===== src/swr_pkg.sv =====
// Package for the sleep, wakeup and reset sequencer: offsets, fields, timing
package swr_pkg;

  // ------------------------------------------------------------------
  // Register offsets (byte addresses of the CPU space)
  // ------------------------------------------------------------------
  localparam logic [15:0] CPU_FLAGS_STATUS_ADDR   = 16'hc000;
  localparam logic [15:0] REGISTER_BANK_BASE_ADDR = 16'hc002;
  localparam logic [15:0] SILICON_REVISION_ADDR   = 16'hc004;
  localparam logic [15:0] CPU_CLOCK_DIVISOR_ADDR  = 16'hc008;
  localparam logic [15:0] POWER_WAKE_CONTROL_ADDR = 16'hc00a;
  localparam logic [15:0] INTERRUPT_ENABLES_ADDR  = 16'hc00e;
  localparam logic [15:0] BREAKPOINT_ADDRESS_ADDR = 16'hc014;
  localparam logic [15:0] USB_DIAGNOSTIC_ADDR     = 16'hc03c;
  localparam logic [15:0] MEMORY_DIAGNOSTIC_ADDR  = 16'hc03e;
  localparam logic [15:0] USB_RESET_REG_A_ADDR    = 16'hc090;
  localparam logic [15:0] USB_RESET_REG_B_ADDR    = 16'hc0b0;

  // ------------------------------------------------------------------
  // Memory map
  // ------------------------------------------------------------------
  localparam logic [15:0] CTRL_REG_LO   = 16'hc000;
  localparam logic [15:0] CTRL_REG_HI   = 16'hc0ff;
  localparam logic [15:0] BOOT_ROM_LO   = 16'he000;
  localparam logic [15:0] BOOT_ROM_HI   = 16'hffff;
  localparam logic [15:0] EXT_RAM_LO    = 16'h4000;
  localparam logic [15:0] EXT_RAM_HI    = 16'hbfff;
  localparam logic [15:0] EXT_ROM_LO    = 16'hc100;
  localparam logic [15:0] EXT_ROM_HI    = 16'hdfff;
  localparam logic [15:0] RESET_VECTOR  = 16'hff00;
  localparam logic [15:0] BOOT_ENTRY    = 16'he000;

  // ------------------------------------------------------------------
  // Power control fields
  // ------------------------------------------------------------------
  localparam int HALT_EN_BIT     = 0;
  localparam int SLEEP_EN_BIT    = 1;
  localparam int BOOST_OK_BIT    = 2;
  localparam int GPI_WAKE_BIT    = 4;
  localparam int HPI_WAKE_BIT    = 7;
  localparam int SPI_WAKE_BIT    = 8;
  localparam int HSS_WAKE_BIT    = 9;
  localparam int OTG_WAKE_BIT    = 11;
  localparam int USB_WAKE_LO_BIT = 12;
  localparam logic [15:0] POWER_WRITE_MASK = 16'hfb93;

  // ------------------------------------------------------------------
  // Reset values
  // ------------------------------------------------------------------
  localparam logic [15:0] BANK_RESET     = 16'h0100;
  localparam logic [15:0] BANK_MASK      = 16'hffe0;
  localparam logic [3:0]  DIVISOR_RESET  = 4'hf;
  localparam logic [15:0] POWER_RESET    = 16'h0000;
  localparam logic [15:0] ZERO_WORD      = 16'h0000;
  // Arbitrary neutral identity value
  localparam logic [15:0] REVISION_VALUE = 16'h0001;

  // ------------------------------------------------------------------
  // Timing
  // ------------------------------------------------------------------
  localparam int CLOCK_MHZ       = 100;
  localparam int PLL_SETTLE_US   = 200;
  localparam int PLL_SETTLE_CYC  = PLL_SETTLE_US * CLOCK_MHZ;

  // ------------------------------------------------------------------
  // Carriers
  // ------------------------------------------------------------------
  typedef struct packed {
    logic zero;
    logic carry;
    logic overflow;
    logic negative;
    logic global_irq;
  } swr_flags_t;

  typedef struct packed {
    logic usb_resume;
    logic bus_power;
    logic otg_id;
    logic irq_zero;
    logic irq_one;
    logic host_read;
    logic serial_read;
    logic spi_read;
  } swr_wake_t;

  typedef enum logic [1:0] {ST_BOOT, ST_RUN, ST_SLEEP, ST_SETTLE} swr_state_t;

  typedef struct packed {
    swr_state_t  state;
    logic [31:0] settle_cnt;
    logic [15:0] bank;
    logic [3:0]  divisor;
    logic [15:0] power;
    logic [15:0] irq_en;
    logic [15:0] brk;
    logic [15:0] usb_diag;
    logic [15:0] mem_diag;
    logic [15:0] usb_reg_a;
    logic [15:0] usb_reg_b;
    logic [3:0]  div_cnt;
    logic        cpu_ce;
    logic [15:0] rdata;
    logic        dummy;
    logic [2:0]  edge_prev;
    logic [15:0] ext_addr;
    logic        ram_sel_n;
    logic        rom_sel_n;
    logic        host_int;
    logic        fetch_valid;
    logic [15:0] fetch_addr;
  } swr_state_reg_t;

endpackage


===== src/swr_sleep_wake_reset_control.sv =====
// Sleep entry, wakeup, reset sequencing, CPU divider and address decode
//
// Summary of operation
// - Writing sleep enable bit enters sleep
// - General pins keep configuration while asleep
// - External address outputs low while asleep
// - Crystal drive and PLL off asleep
// - Supply booster disabled while asleep
// - USB transceivers powered down while asleep
// - CPU suspended until programmed wakeup event
// - Resume, bus power, ID, IRQ edges wake
// - Port reads wake; returned data is dummy
// - USB resume raises host port interrupt
// - Code resumes after PLL settle interval
// - Reset pin restores all register defaults
// - Fetch starts at reset vector, jumps boot
// - USB reset touches only two registers
// - CPU divisor slows CPU clock only
// - Decode control registers and boot ROM
// - External selects idle for internal accesses
// - RAM and ROM select address windows
// - Flags read-only; bit four global enable
// - Bit three negative flag from result
// - Bit two overflow flag
// - Bit one carry or borrow flag
// - Bit zero zero-result flag
`timescale 1ns/1ps
`default_nettype none

module swr_sleep_wake_reset_control #(
  parameter int SETTLE_CYCLES = swr_pkg::PLL_SETTLE_CYC
) (
  input  wire logic              clock_in,
  input  wire logic              rst_b_in,
  input  wire logic              clk_en_in,
  // CPU register and memory access port
  input  wire logic              cpu_req_in,
  input  wire logic              cpu_write_in,
  input  wire logic [15:0]       cpu_addr_in,
  input  wire logic [15:0]       cpu_wdata_in,
  output logic      [15:0]       cpu_rdata_out,
  output logic                   ctrl_reg_hit_out,
  output logic                   boot_rom_hit_out,
  input  wire logic              ram_merge_en_in,
  input  wire swr_pkg::swr_flags_t cpu_flags_in,
  input  wire logic              usb_bus_reset_in,
  // Wake sources from pins and ports
  input  wire logic              usb_resume_in,
  input  wire logic              otg_bus_power_sense_in,
  input  wire logic              otg_role_id_input_in,
  input  wire logic              external_irq_zero_in,
  input  wire logic              external_irq_one_in,
  input  wire logic              parallel_host_port_read_in,
  input  wire logic              fast_serial_port_read_in,
  input  wire logic              spi_read_in,
  input  wire logic              boost_ok_in,
  // Power and sequencing outputs
  output logic                   dummy_read_data_out,
  output logic                   host_port_interrupt_out,
  output logic                   crystal_drive_output_en_out,
  output logic                   pll_enable_out,
  output logic                   booster_enable_out,
  output logic                   usb_xcvr_enable_out,
  output logic                   gpio_hold_out,
  output logic                   cpu_run_out,
  output logic                   cpu_clock_en_out,
  output logic                   fetch_valid_out,
  output logic      [15:0]       fetch_addr_out,
  output logic      [15:0]       ext_addr_out,
  output logic                   ext_ram_select_n_out,
  output logic                   ext_rom_select_n_out
);

  // ------------------------------------------------------------------
  // Pin synchronisers
  // ------------------------------------------------------------------
  localparam int NSYNC = 8;
  logic [NSYNC-1:0] sync1_reg;
  logic [NSYNC-1:0] sync2_reg;
  logic [NSYNC-1:0] pins_raw;

  assign pins_raw = {usb_resume_in, otg_bus_power_sense_in, otg_role_id_input_in,
                     external_irq_zero_in, external_irq_one_in,
                     parallel_host_port_read_in, fast_serial_port_read_in, spi_read_in};

  always_ff @(posedge clock_in or negedge rst_b_in) begin
    if (!rst_b_in) begin
      sync1_reg <= '0;
      sync2_reg <= '0;
    end else if (clk_en_in) begin
      sync1_reg <= pins_raw;
      sync2_reg <= sync1_reg;
    end
  end

  swr_pkg::swr_wake_t wake;
  assign wake = swr_pkg::swr_wake_t'(sync2_reg);

  // ------------------------------------------------------------------
  // Helpers
  // ------------------------------------------------------------------
  function automatic logic in_range(input logic [15:0] a, input logic [15:0] lo,
                                    input logic [15:0] hi);
    in_range = (a >= lo) && (a <= hi);
  endfunction

  function automatic logic [15:0] flags_word(input swr_pkg::swr_flags_t f);
    flags_word = {11'h000, f.global_irq, f.negative, f.overflow, f.carry, f.zero};
  endfunction

  // ------------------------------------------------------------------
  // State
  // ------------------------------------------------------------------
  swr_pkg::swr_state_reg_t s_reg;
  swr_pkg::swr_state_reg_t s_next;

  logic       asleep;
  logic       awake_cpu;
  logic       wake_hit;
  logic       port_read_wake;
  logic       wr;
  logic       rd;
  logic       ext_ram;
  logic       ext_rom;
  logic [2:0] edge_now;

  assign asleep    = (s_reg.state == swr_pkg::ST_SLEEP);
  assign awake_cpu = (s_reg.state == swr_pkg::ST_RUN);
  assign wr        = cpu_req_in && cpu_write_in && awake_cpu;
  assign rd        = cpu_req_in && !cpu_write_in && awake_cpu;
  assign edge_now  = {wake.otg_id, wake.irq_zero, wake.irq_one};

  // Read-type port accesses count as wake events when their enable is set
  assign port_read_wake =
      (wake.host_read   && s_reg.power[swr_pkg::HPI_WAKE_BIT]) ||
      (wake.serial_read && s_reg.power[swr_pkg::HSS_WAKE_BIT]) ||
      (wake.spi_read    && s_reg.power[swr_pkg::SPI_WAKE_BIT]);

  assign wake_hit =
      (wake.usb_resume && (|s_reg.power[15:swr_pkg::USB_WAKE_LO_BIT])) ||
      (wake.bus_power  && s_reg.power[swr_pkg::OTG_WAKE_BIT]) ||
      ((wake.otg_id != s_reg.edge_prev[2]) && s_reg.power[swr_pkg::OTG_WAKE_BIT]) ||
      ((edge_now[1:0] != s_reg.edge_prev[1:0]) && s_reg.power[swr_pkg::GPI_WAKE_BIT]) ||
      port_read_wake;

  // Decode of the CPU address space
  assign ext_ram = in_range(cpu_addr_in, swr_pkg::EXT_RAM_LO, swr_pkg::EXT_RAM_HI)
                   && ram_merge_en_in;
  assign ext_rom = in_range(cpu_addr_in, swr_pkg::EXT_ROM_LO, swr_pkg::EXT_ROM_HI);

  always_comb begin
    s_next = s_reg;
    s_next.edge_prev = edge_now;
    s_next.host_int  = 1'b0;
    s_next.dummy     = 1'b0;
    s_next.fetch_valid = 1'b0;

    // --------------------------------------------------------------
    // Sequencer
    // --------------------------------------------------------------
    unique case (s_reg.state)
      swr_pkg::ST_BOOT: begin
        // Wait after reset release before the first fetch
        if (s_reg.settle_cnt >= 32'(SETTLE_CYCLES - 1)) begin
          s_next.state       = swr_pkg::ST_RUN;
          s_next.settle_cnt  = '0;
          s_next.fetch_valid = 1'b1;
          s_next.fetch_addr  = swr_pkg::RESET_VECTOR;
        end else begin
          s_next.settle_cnt = s_reg.settle_cnt + 32'd1;
        end
      end
      swr_pkg::ST_RUN: begin
        if (s_reg.fetch_addr == swr_pkg::RESET_VECTOR &&
            s_reg.settle_cnt == '0) begin
          // Immediate jump from the reset vector into the boot ROM
          s_next.fetch_valid = 1'b1;
          s_next.fetch_addr  = swr_pkg::BOOT_ENTRY;
          s_next.settle_cnt  = 32'd1;
        end
        if (wr && cpu_addr_in == swr_pkg::POWER_WAKE_CONTROL_ADDR &&
            cpu_wdata_in[swr_pkg::SLEEP_EN_BIT]) begin
          s_next.state = swr_pkg::ST_SLEEP;
        end
      end
      swr_pkg::ST_SLEEP: begin
        // CPU stays suspended; disabled sources are simply not looked at
        if (wake_hit) begin
          s_next.state      = swr_pkg::ST_SETTLE;
          s_next.settle_cnt = '0;
          if (wake.usb_resume && (|s_reg.power[15:swr_pkg::USB_WAKE_LO_BIT])) begin
            s_next.host_int = 1'b1;
          end
          if (port_read_wake) begin
            s_next.dummy = 1'b1;
          end
        end
      end
      swr_pkg::ST_SETTLE: begin
        // Circuits already restarted; release only once the PLL has settled
        if (s_reg.settle_cnt >= 32'(SETTLE_CYCLES - 1)) begin
          s_next.state = swr_pkg::ST_RUN;
          s_next.power[swr_pkg::SLEEP_EN_BIT] = 1'b0;
        end else begin
          s_next.settle_cnt = s_reg.settle_cnt + 32'd1;
        end
      end
    endcase

    // --------------------------------------------------------------
    // Register writes
    // --------------------------------------------------------------
    if (wr) begin
      unique case (cpu_addr_in)
        swr_pkg::REGISTER_BANK_BASE_ADDR: s_next.bank = cpu_wdata_in & swr_pkg::BANK_MASK;
        swr_pkg::CPU_CLOCK_DIVISOR_ADDR:  s_next.divisor = cpu_wdata_in[3:0];
        swr_pkg::POWER_WAKE_CONTROL_ADDR: s_next.power =
            cpu_wdata_in & swr_pkg::POWER_WRITE_MASK;
        swr_pkg::INTERRUPT_ENABLES_ADDR:  s_next.irq_en = cpu_wdata_in;
        swr_pkg::BREAKPOINT_ADDRESS_ADDR: s_next.brk = cpu_wdata_in;
        swr_pkg::USB_DIAGNOSTIC_ADDR:     s_next.usb_diag = cpu_wdata_in;
        swr_pkg::MEMORY_DIAGNOSTIC_ADDR:  s_next.mem_diag = cpu_wdata_in;
        swr_pkg::USB_RESET_REG_A_ADDR:    s_next.usb_reg_a = cpu_wdata_in;
        swr_pkg::USB_RESET_REG_B_ADDR:    s_next.usb_reg_b = cpu_wdata_in;
        default: ;
      endcase
    end

    // USB bus reset clears only these two registers
    if (usb_bus_reset_in) begin
      s_next.usb_reg_a = swr_pkg::ZERO_WORD;
      s_next.usb_reg_b = swr_pkg::ZERO_WORD;
    end

    // --------------------------------------------------------------
    // Register reads; flags register has no write path
    // --------------------------------------------------------------
    if (rd) begin
      unique case (cpu_addr_in)
        swr_pkg::CPU_FLAGS_STATUS_ADDR:   s_next.rdata = flags_word(cpu_flags_in);
        swr_pkg::REGISTER_BANK_BASE_ADDR: s_next.rdata = s_reg.bank;
        swr_pkg::SILICON_REVISION_ADDR:   s_next.rdata = swr_pkg::REVISION_VALUE;
        swr_pkg::CPU_CLOCK_DIVISOR_ADDR:  s_next.rdata = {12'h000, s_reg.divisor};
        swr_pkg::POWER_WAKE_CONTROL_ADDR: begin
          s_next.rdata = s_reg.power;
          s_next.rdata[swr_pkg::BOOST_OK_BIT] = boost_ok_in;
        end
        swr_pkg::INTERRUPT_ENABLES_ADDR:  s_next.rdata = s_reg.irq_en;
        swr_pkg::BREAKPOINT_ADDRESS_ADDR: s_next.rdata = s_reg.brk;
        swr_pkg::USB_RESET_REG_A_ADDR:    s_next.rdata = s_reg.usb_reg_a;
        swr_pkg::USB_RESET_REG_B_ADDR:    s_next.rdata = s_reg.usb_reg_b;
        default:                          s_next.rdata = swr_pkg::ZERO_WORD;
      endcase
    end

    // --------------------------------------------------------------
    // CPU clock enable: one pulse every divisor+1 system cycles
    // --------------------------------------------------------------
    if (awake_cpu) begin
      if (s_reg.div_cnt >= s_reg.divisor) begin
        s_next.div_cnt = 4'h0;
        s_next.cpu_ce  = 1'b1;
      end else begin
        s_next.div_cnt = s_reg.div_cnt + 4'h1;
        s_next.cpu_ce  = 1'b0;
      end
    end else begin
      s_next.div_cnt = 4'h0;
      s_next.cpu_ce  = 1'b0;
    end

    // --------------------------------------------------------------
    // External memory interface
    // --------------------------------------------------------------
    if (s_next.state == swr_pkg::ST_SLEEP) begin
      s_next.ext_addr  = swr_pkg::ZERO_WORD;
      s_next.ram_sel_n = 1'b1;
      s_next.rom_sel_n = 1'b1;
    end else if (cpu_req_in && awake_cpu) begin
      s_next.ext_addr  = cpu_addr_in;
      s_next.ram_sel_n = !ext_ram;
      s_next.rom_sel_n = !ext_rom;
    end else begin
      s_next.ram_sel_n = 1'b1;
      s_next.rom_sel_n = 1'b1;
    end
  end

  // Reset pin event returns every register to its default
  always_ff @(posedge clock_in or negedge rst_b_in) begin
    if (!rst_b_in) begin
      s_reg.state       <= swr_pkg::ST_BOOT;
      s_reg.settle_cnt  <= '0;
      s_reg.bank        <= swr_pkg::BANK_RESET;
      s_reg.divisor     <= swr_pkg::DIVISOR_RESET;
      s_reg.power       <= swr_pkg::POWER_RESET;
      s_reg.irq_en      <= swr_pkg::ZERO_WORD;
      s_reg.brk         <= swr_pkg::ZERO_WORD;
      s_reg.usb_diag    <= swr_pkg::ZERO_WORD;
      s_reg.mem_diag    <= swr_pkg::ZERO_WORD;
      s_reg.usb_reg_a   <= swr_pkg::ZERO_WORD;
      s_reg.usb_reg_b   <= swr_pkg::ZERO_WORD;
      s_reg.div_cnt     <= 4'h0;
      s_reg.cpu_ce      <= 1'b0;
      s_reg.rdata       <= swr_pkg::ZERO_WORD;
      s_reg.dummy       <= 1'b0;
      s_reg.edge_prev   <= 3'h0;
      s_reg.ext_addr    <= swr_pkg::ZERO_WORD;
      s_reg.ram_sel_n   <= 1'b1;
      s_reg.rom_sel_n   <= 1'b1;
      s_reg.host_int    <= 1'b0;
      s_reg.fetch_valid <= 1'b0;
      s_reg.fetch_addr  <= swr_pkg::ZERO_WORD;
    end else if (clk_en_in) begin
      s_reg <= s_next;
    end
  end

  // ------------------------------------------------------------------
  // Outputs
  // ------------------------------------------------------------------
  assign cpu_rdata_out           = s_reg.rdata;
  assign dummy_read_data_out     = s_reg.dummy;
  assign host_port_interrupt_out = s_reg.host_int;
  // Sleep gates the clock sources, booster and transceivers off
  assign crystal_drive_output_en_out = !asleep;
  assign pll_enable_out          = !asleep;
  assign booster_enable_out      = !asleep;
  assign usb_xcvr_enable_out     = !asleep;
  // GPIO block freezes its direction and configuration while this is high
  assign gpio_hold_out           = asleep;
  assign cpu_run_out             = awake_cpu;
  assign cpu_clock_en_out        = s_reg.cpu_ce;
  assign fetch_valid_out         = s_reg.fetch_valid;
  assign fetch_addr_out          = s_reg.fetch_addr;
  assign ext_addr_out            = s_reg.ext_addr;
  assign ext_ram_select_n_out    = s_reg.ram_sel_n;
  assign ext_rom_select_n_out    = s_reg.rom_sel_n;
  assign ctrl_reg_hit_out = in_range(cpu_addr_in, swr_pkg::CTRL_REG_LO, swr_pkg::CTRL_REG_HI);
  assign boot_rom_hit_out = in_range(cpu_addr_in, swr_pkg::BOOT_ROM_LO, swr_pkg::BOOT_ROM_HI);

endmodule

`default_nettype wire


===== config.mk =====
export PLATFORM = sky130hd
export DESIGN_NAME = swr_sleep_wake_reset_control
export DESIGN_NICKNAME = d
export VERILOG_FILES = /design/src/swr_pkg.sv /design/src/swr_sleep_wake_reset_control.sv
export SDC_FILE = /design/constraint.sdc
export NUM_CORES = 1
export LEC_CHECK = 0
export ABC_AREA = 1
export BUFFER_PORTS_ARGS = -buffer_cell sky130_fd_sc_hd__buf_2
export CAP_MARGIN = 25
export CORE_ASPECT_RATIO = 0.6
export CORE_UTILIZATION = 50
export CTS_BUF_LIST = sky130_fd_sc_hd__clkbuf_2 sky130_fd_sc_hd__clkbuf_4 sky130_fd_sc_hd__clkbuf_8
export DETAILED_ROUTE_END_ITERATION = 10
export GPL_ROUTABILITY_DRIVEN = 1
export GPL_TIMING_DRIVEN = 0
export PLACE_DENSITY = 0.73
export SYNTH_ARGS = -nofsm -noshare
export SYNTH_HDL_FRONTEND = slang
export SYNTH_SLANG_ARGS = --single-unit

===== constraint.sdc =====
create_clock -name clock_in -period 1.8 [get_ports clock_in]
set_clock_uncertainty 0.1 [all_clocks]
set_input_delay 0.36 -clock clock_in [delete_from_list [all_inputs] [get_ports clock_in]]
set_output_delay 0.36 -clock clock_in [all_outputs]
set_load 0.05 [all_outputs]

==> metrics.md <==
| Metric | Value |
|---|---|
| Status | `finished with violations` |
| Failing checks | `setup timing` |
| GPL Wtd Cong | `roughly 0.90` |
| Fill cells | `approximately 1500` |
| Fin crit period | `2030 ps` |
| Clock slew at reported path FFs | `between 100 and 150 ps` |
| H-tree level count | `4` |
| Global routing's busiest layer | `met1` |
| Worst Hold Class | `in -> reg` |
| Synth cell count leaders | `381 x nand2_1, 180 x dfrtp_1, 149 x o21ai_0, 122 x inv_1, 80 x nor2_1` |
| DIE AREA | `just under 0.02 mm2` |
| Max reg flops | `between 100 and 150` |
| Sequential area share after synthesis | `50.2%` |
| EDFF count, synth | `0` |
| Worst setup margin | `-225 ps` |
| CTS root buffer | `clkbuf_8` |
| Share of cells above drive strength 1 | `between 20 and 30%` |
| Drc violations | `0` |
| CTS tree | `done` |
| Clock sink total | `roughly 190` |
| Via density | `roughly 5.3` |
| Most common cell in the netlist | `nand2_1` |
| Req. time, crit path | `1340 ps` |
| Critical Path Start Type | `flip-flop` |
| Setup violators final | `between 90 and 100` |
| Antenna viol nets, final | `0` |
| Total grt overflow | `0` |
| Prevailing post-synth register cell | `dfrtp_1` |
| Die X | `179 um` |
| Fin crit share | `113%` |
| Met3 usage | `around 7.7%` |
| Crit Path Class | `reg -> out` |
| GR Util met2 | `a little under two fifths` |
| Power after layout | `10.4 mW` |
| YS warnings | `0` |
| Vias | `8580` |
| Max-Slew Margin vs Limit | `55.8%` |
| Core Util, Final | `approximately 66%` |
| First-pass GRT wire length | `around 41 mm` |
| Final wirelength | `around 27 mm` |
| Clk buf depth | `2` |
| Core region area | `0.0182 mm2` |
| Fmax | `between 0.4 and 0.5 GHz` |
| Initial antenna violation count | `1` |
| Pwr Density | `roughly 870 mW/mm2` |
| Mapped Area | `just over 0.009 mm2` |
| Asr flop ratio synth | `100%` |
| Ranking of synthesized cells by area | `dfrtp_1 48%, nand2_1 15%, o21ai_0 8.0%` |
| Rows | `38` |
| Post-Syn Instances | `roughly 1200` |
| Die Y | `between 100 and 150 um` |
| Fin nets | `approximately 1400` |
| #FFs+latches synth | `between 150 and 200` |
| Max_cap viols | `0` |
| Unrepaired setup endpoints after global routing | `yes` |
| HPWL after DPL | `18.0 mm` |
| P_leak | `between 5 and 6 nW` |
| Final hold vios | `0` |
| Post-synth top area cell | `dfrtp_1` |
| Largest net degree at the start of global routing | `around 110` |
| Top-area cell type share of the netlist area | `a little under 50%` |
| Setup TNS | `-9600 ps` |
| Clock Latency Late Sink | `470 ps` |
| Pre-CTS WS | `-686 ps` |
| Crit path max fanout | `5` |
| Avg Inst Size Synth | `about 7.9 um2` |
| 1st-iter DRT viols | `roughly 900` |
| Worst setup EP type | `output port` |
| Critical Path AT | `1570 ps` |
| Synth unique cells | `38` |
| Pre-antenna DRT Iters | `8` |
| Area grow syn2layout | `28.3%` |
| Global Route met1 Usage | `a little over two fifths` |
| GRT Total Usage | `~28%` |
| VDD IR max | `504 uV` |
| Final hold slack | `46.9 ps` |
| CTS buffer count | `17` |
| Final Slew Violations | `0` |
| Worst slew pin tran | `approximately 660 ps` |
| IO Count | `roughly 120` |
| DR WL/cell | `~17 um` |
| Number of global-route vias before repair | `7737` |
| Port bufs | `between 100 and 150` |
| Initial core utilization | `51.5%` |
worst max-delay path, cell delays in order (launching register included):
cell and delay, ps:
dfrtp_2 470, nor2_4 270, inv_4 80, buf_6 120
buf_8 140
stage by stage:
step / instance area [um2] / cells
after CTS: 11400 / 1600
final: 12000 / 1617
after floorplan: 9470 / 1185
after detailed placement: 10300 / 1531
after global routing: 12000 / 1617
after global placement: 10300 / 1530
metal layers:
| layer | wire length (um) | vias up |
|---|---|---|
| met5 | 0 | - |
| met2 | 10800 | 425 |
| met4 | 325 | 0 |
| met1 | 12600 | 4049 |
| met3 | 2980 | 40 |
| li1 | - | 4066 |
cell type report:
class | count | area, um2 | area share (%)
diodes | 1 | 2.50 | 0.0209
plain buffers | 89 | 748 | 6.24
clock buffers | 17 | 234 | 1.95
clock inverters | 15 | 193 | 1.61
inverters | 130 | 505 | 4.21
multi-input cells | 779 | 4150 | 34.6
flip-flops and latches | 187 | 4690 | 39.1
well taps | 240 | 300 | 2.50
repair buffers | 159 | 1170 | 9.77
worst paths after layout:
check / start / endpoint / slack [ps] / cells past startpoint
hold / removal: external_irq_zero_in / sync1_reg[4] / 50 / 3
hold reg to reg: sync1_reg[2] / sync1_reg[2] / 380 / 2
max in group asynchronous: rst_b_in / s_reg[186] / 330 / 3
min in group asynchronous: rst_b_in / s_reg[202] / 340 / 2
setup reg to reg: s_reg[193] / ext_addr_out[5] / -220 / 13
setup / recovery: s_reg[225] / usb_xcvr_enable_out / -230 / 4
repair_timing:
action,4_1_cts,5_1_grt
gates cloned,4,6
endpoints found under the setup margin,172,172
gates resized for setup,114,199
buffers inserted,25,10
hold endpoints to repair,84,0
pin swaps,20,26
hold buffers,8,0
cell usage in the layout, fill, tap and decap left out, types with 4 or more instances in the layout:
cell,Yosys,final
xor2_1,13,13
nand3_1,28,24
nor2_2,5,6
nor2_1,80,66
clkinv_8,0,4
o21ai_2,0,18
nand4_1,33,33
nor3_2,4,6
nor3_1,26,20
inv_1,122,110
dfrtp_1,180,175
ha_1,9,4
buf_2,11,99
nor2_4,1,14
clkbuf_16,0,4
inv_6,0,6
buf_8,0,10
o21ai_0,149,79
nand2_1,381,338
buf_4,52,80
dfstp_2,7,7
clkbuf_1,21,9
o21ai_1,5,57
dfrtp_2,0,5
inv_8,0,4
ha_4,0,5
clkbuf_8,0,17
nand2_2,6,39
conb_1,1,8
dlygate4sd3_1,0,8
nor3_4,0,4
nand3_2,2,5
buf_6,5,32
o22ai_1,9,8
inv_2,7,15
nand2_4,2,10
report_power, final:
group / switching [mW] / internal [mW]
Clock: 1.80 / 1.20
Combinational: 1.73 / 0.930
Sequential: 0.247 / 4.50
cell families (layout without fill, tap and decap cells):
group                    count (synthesis)  in the layout  share of synthesized area (%)
buffers and inverters                  219            410                           11.4
other                                    1              9                         0.0401
adder cells (fa/ha/maj)                  9              9                           1.20
flip-flops                             187            187                           50.2
XOR/XNOR                                14             14                           1.31
AND/OR/NAND/NOR                        574            574                           26.0
AO/OA/AOI/OAI                          174            174                           9.88
Note: power is estimated with default switching activity, not from simulation.
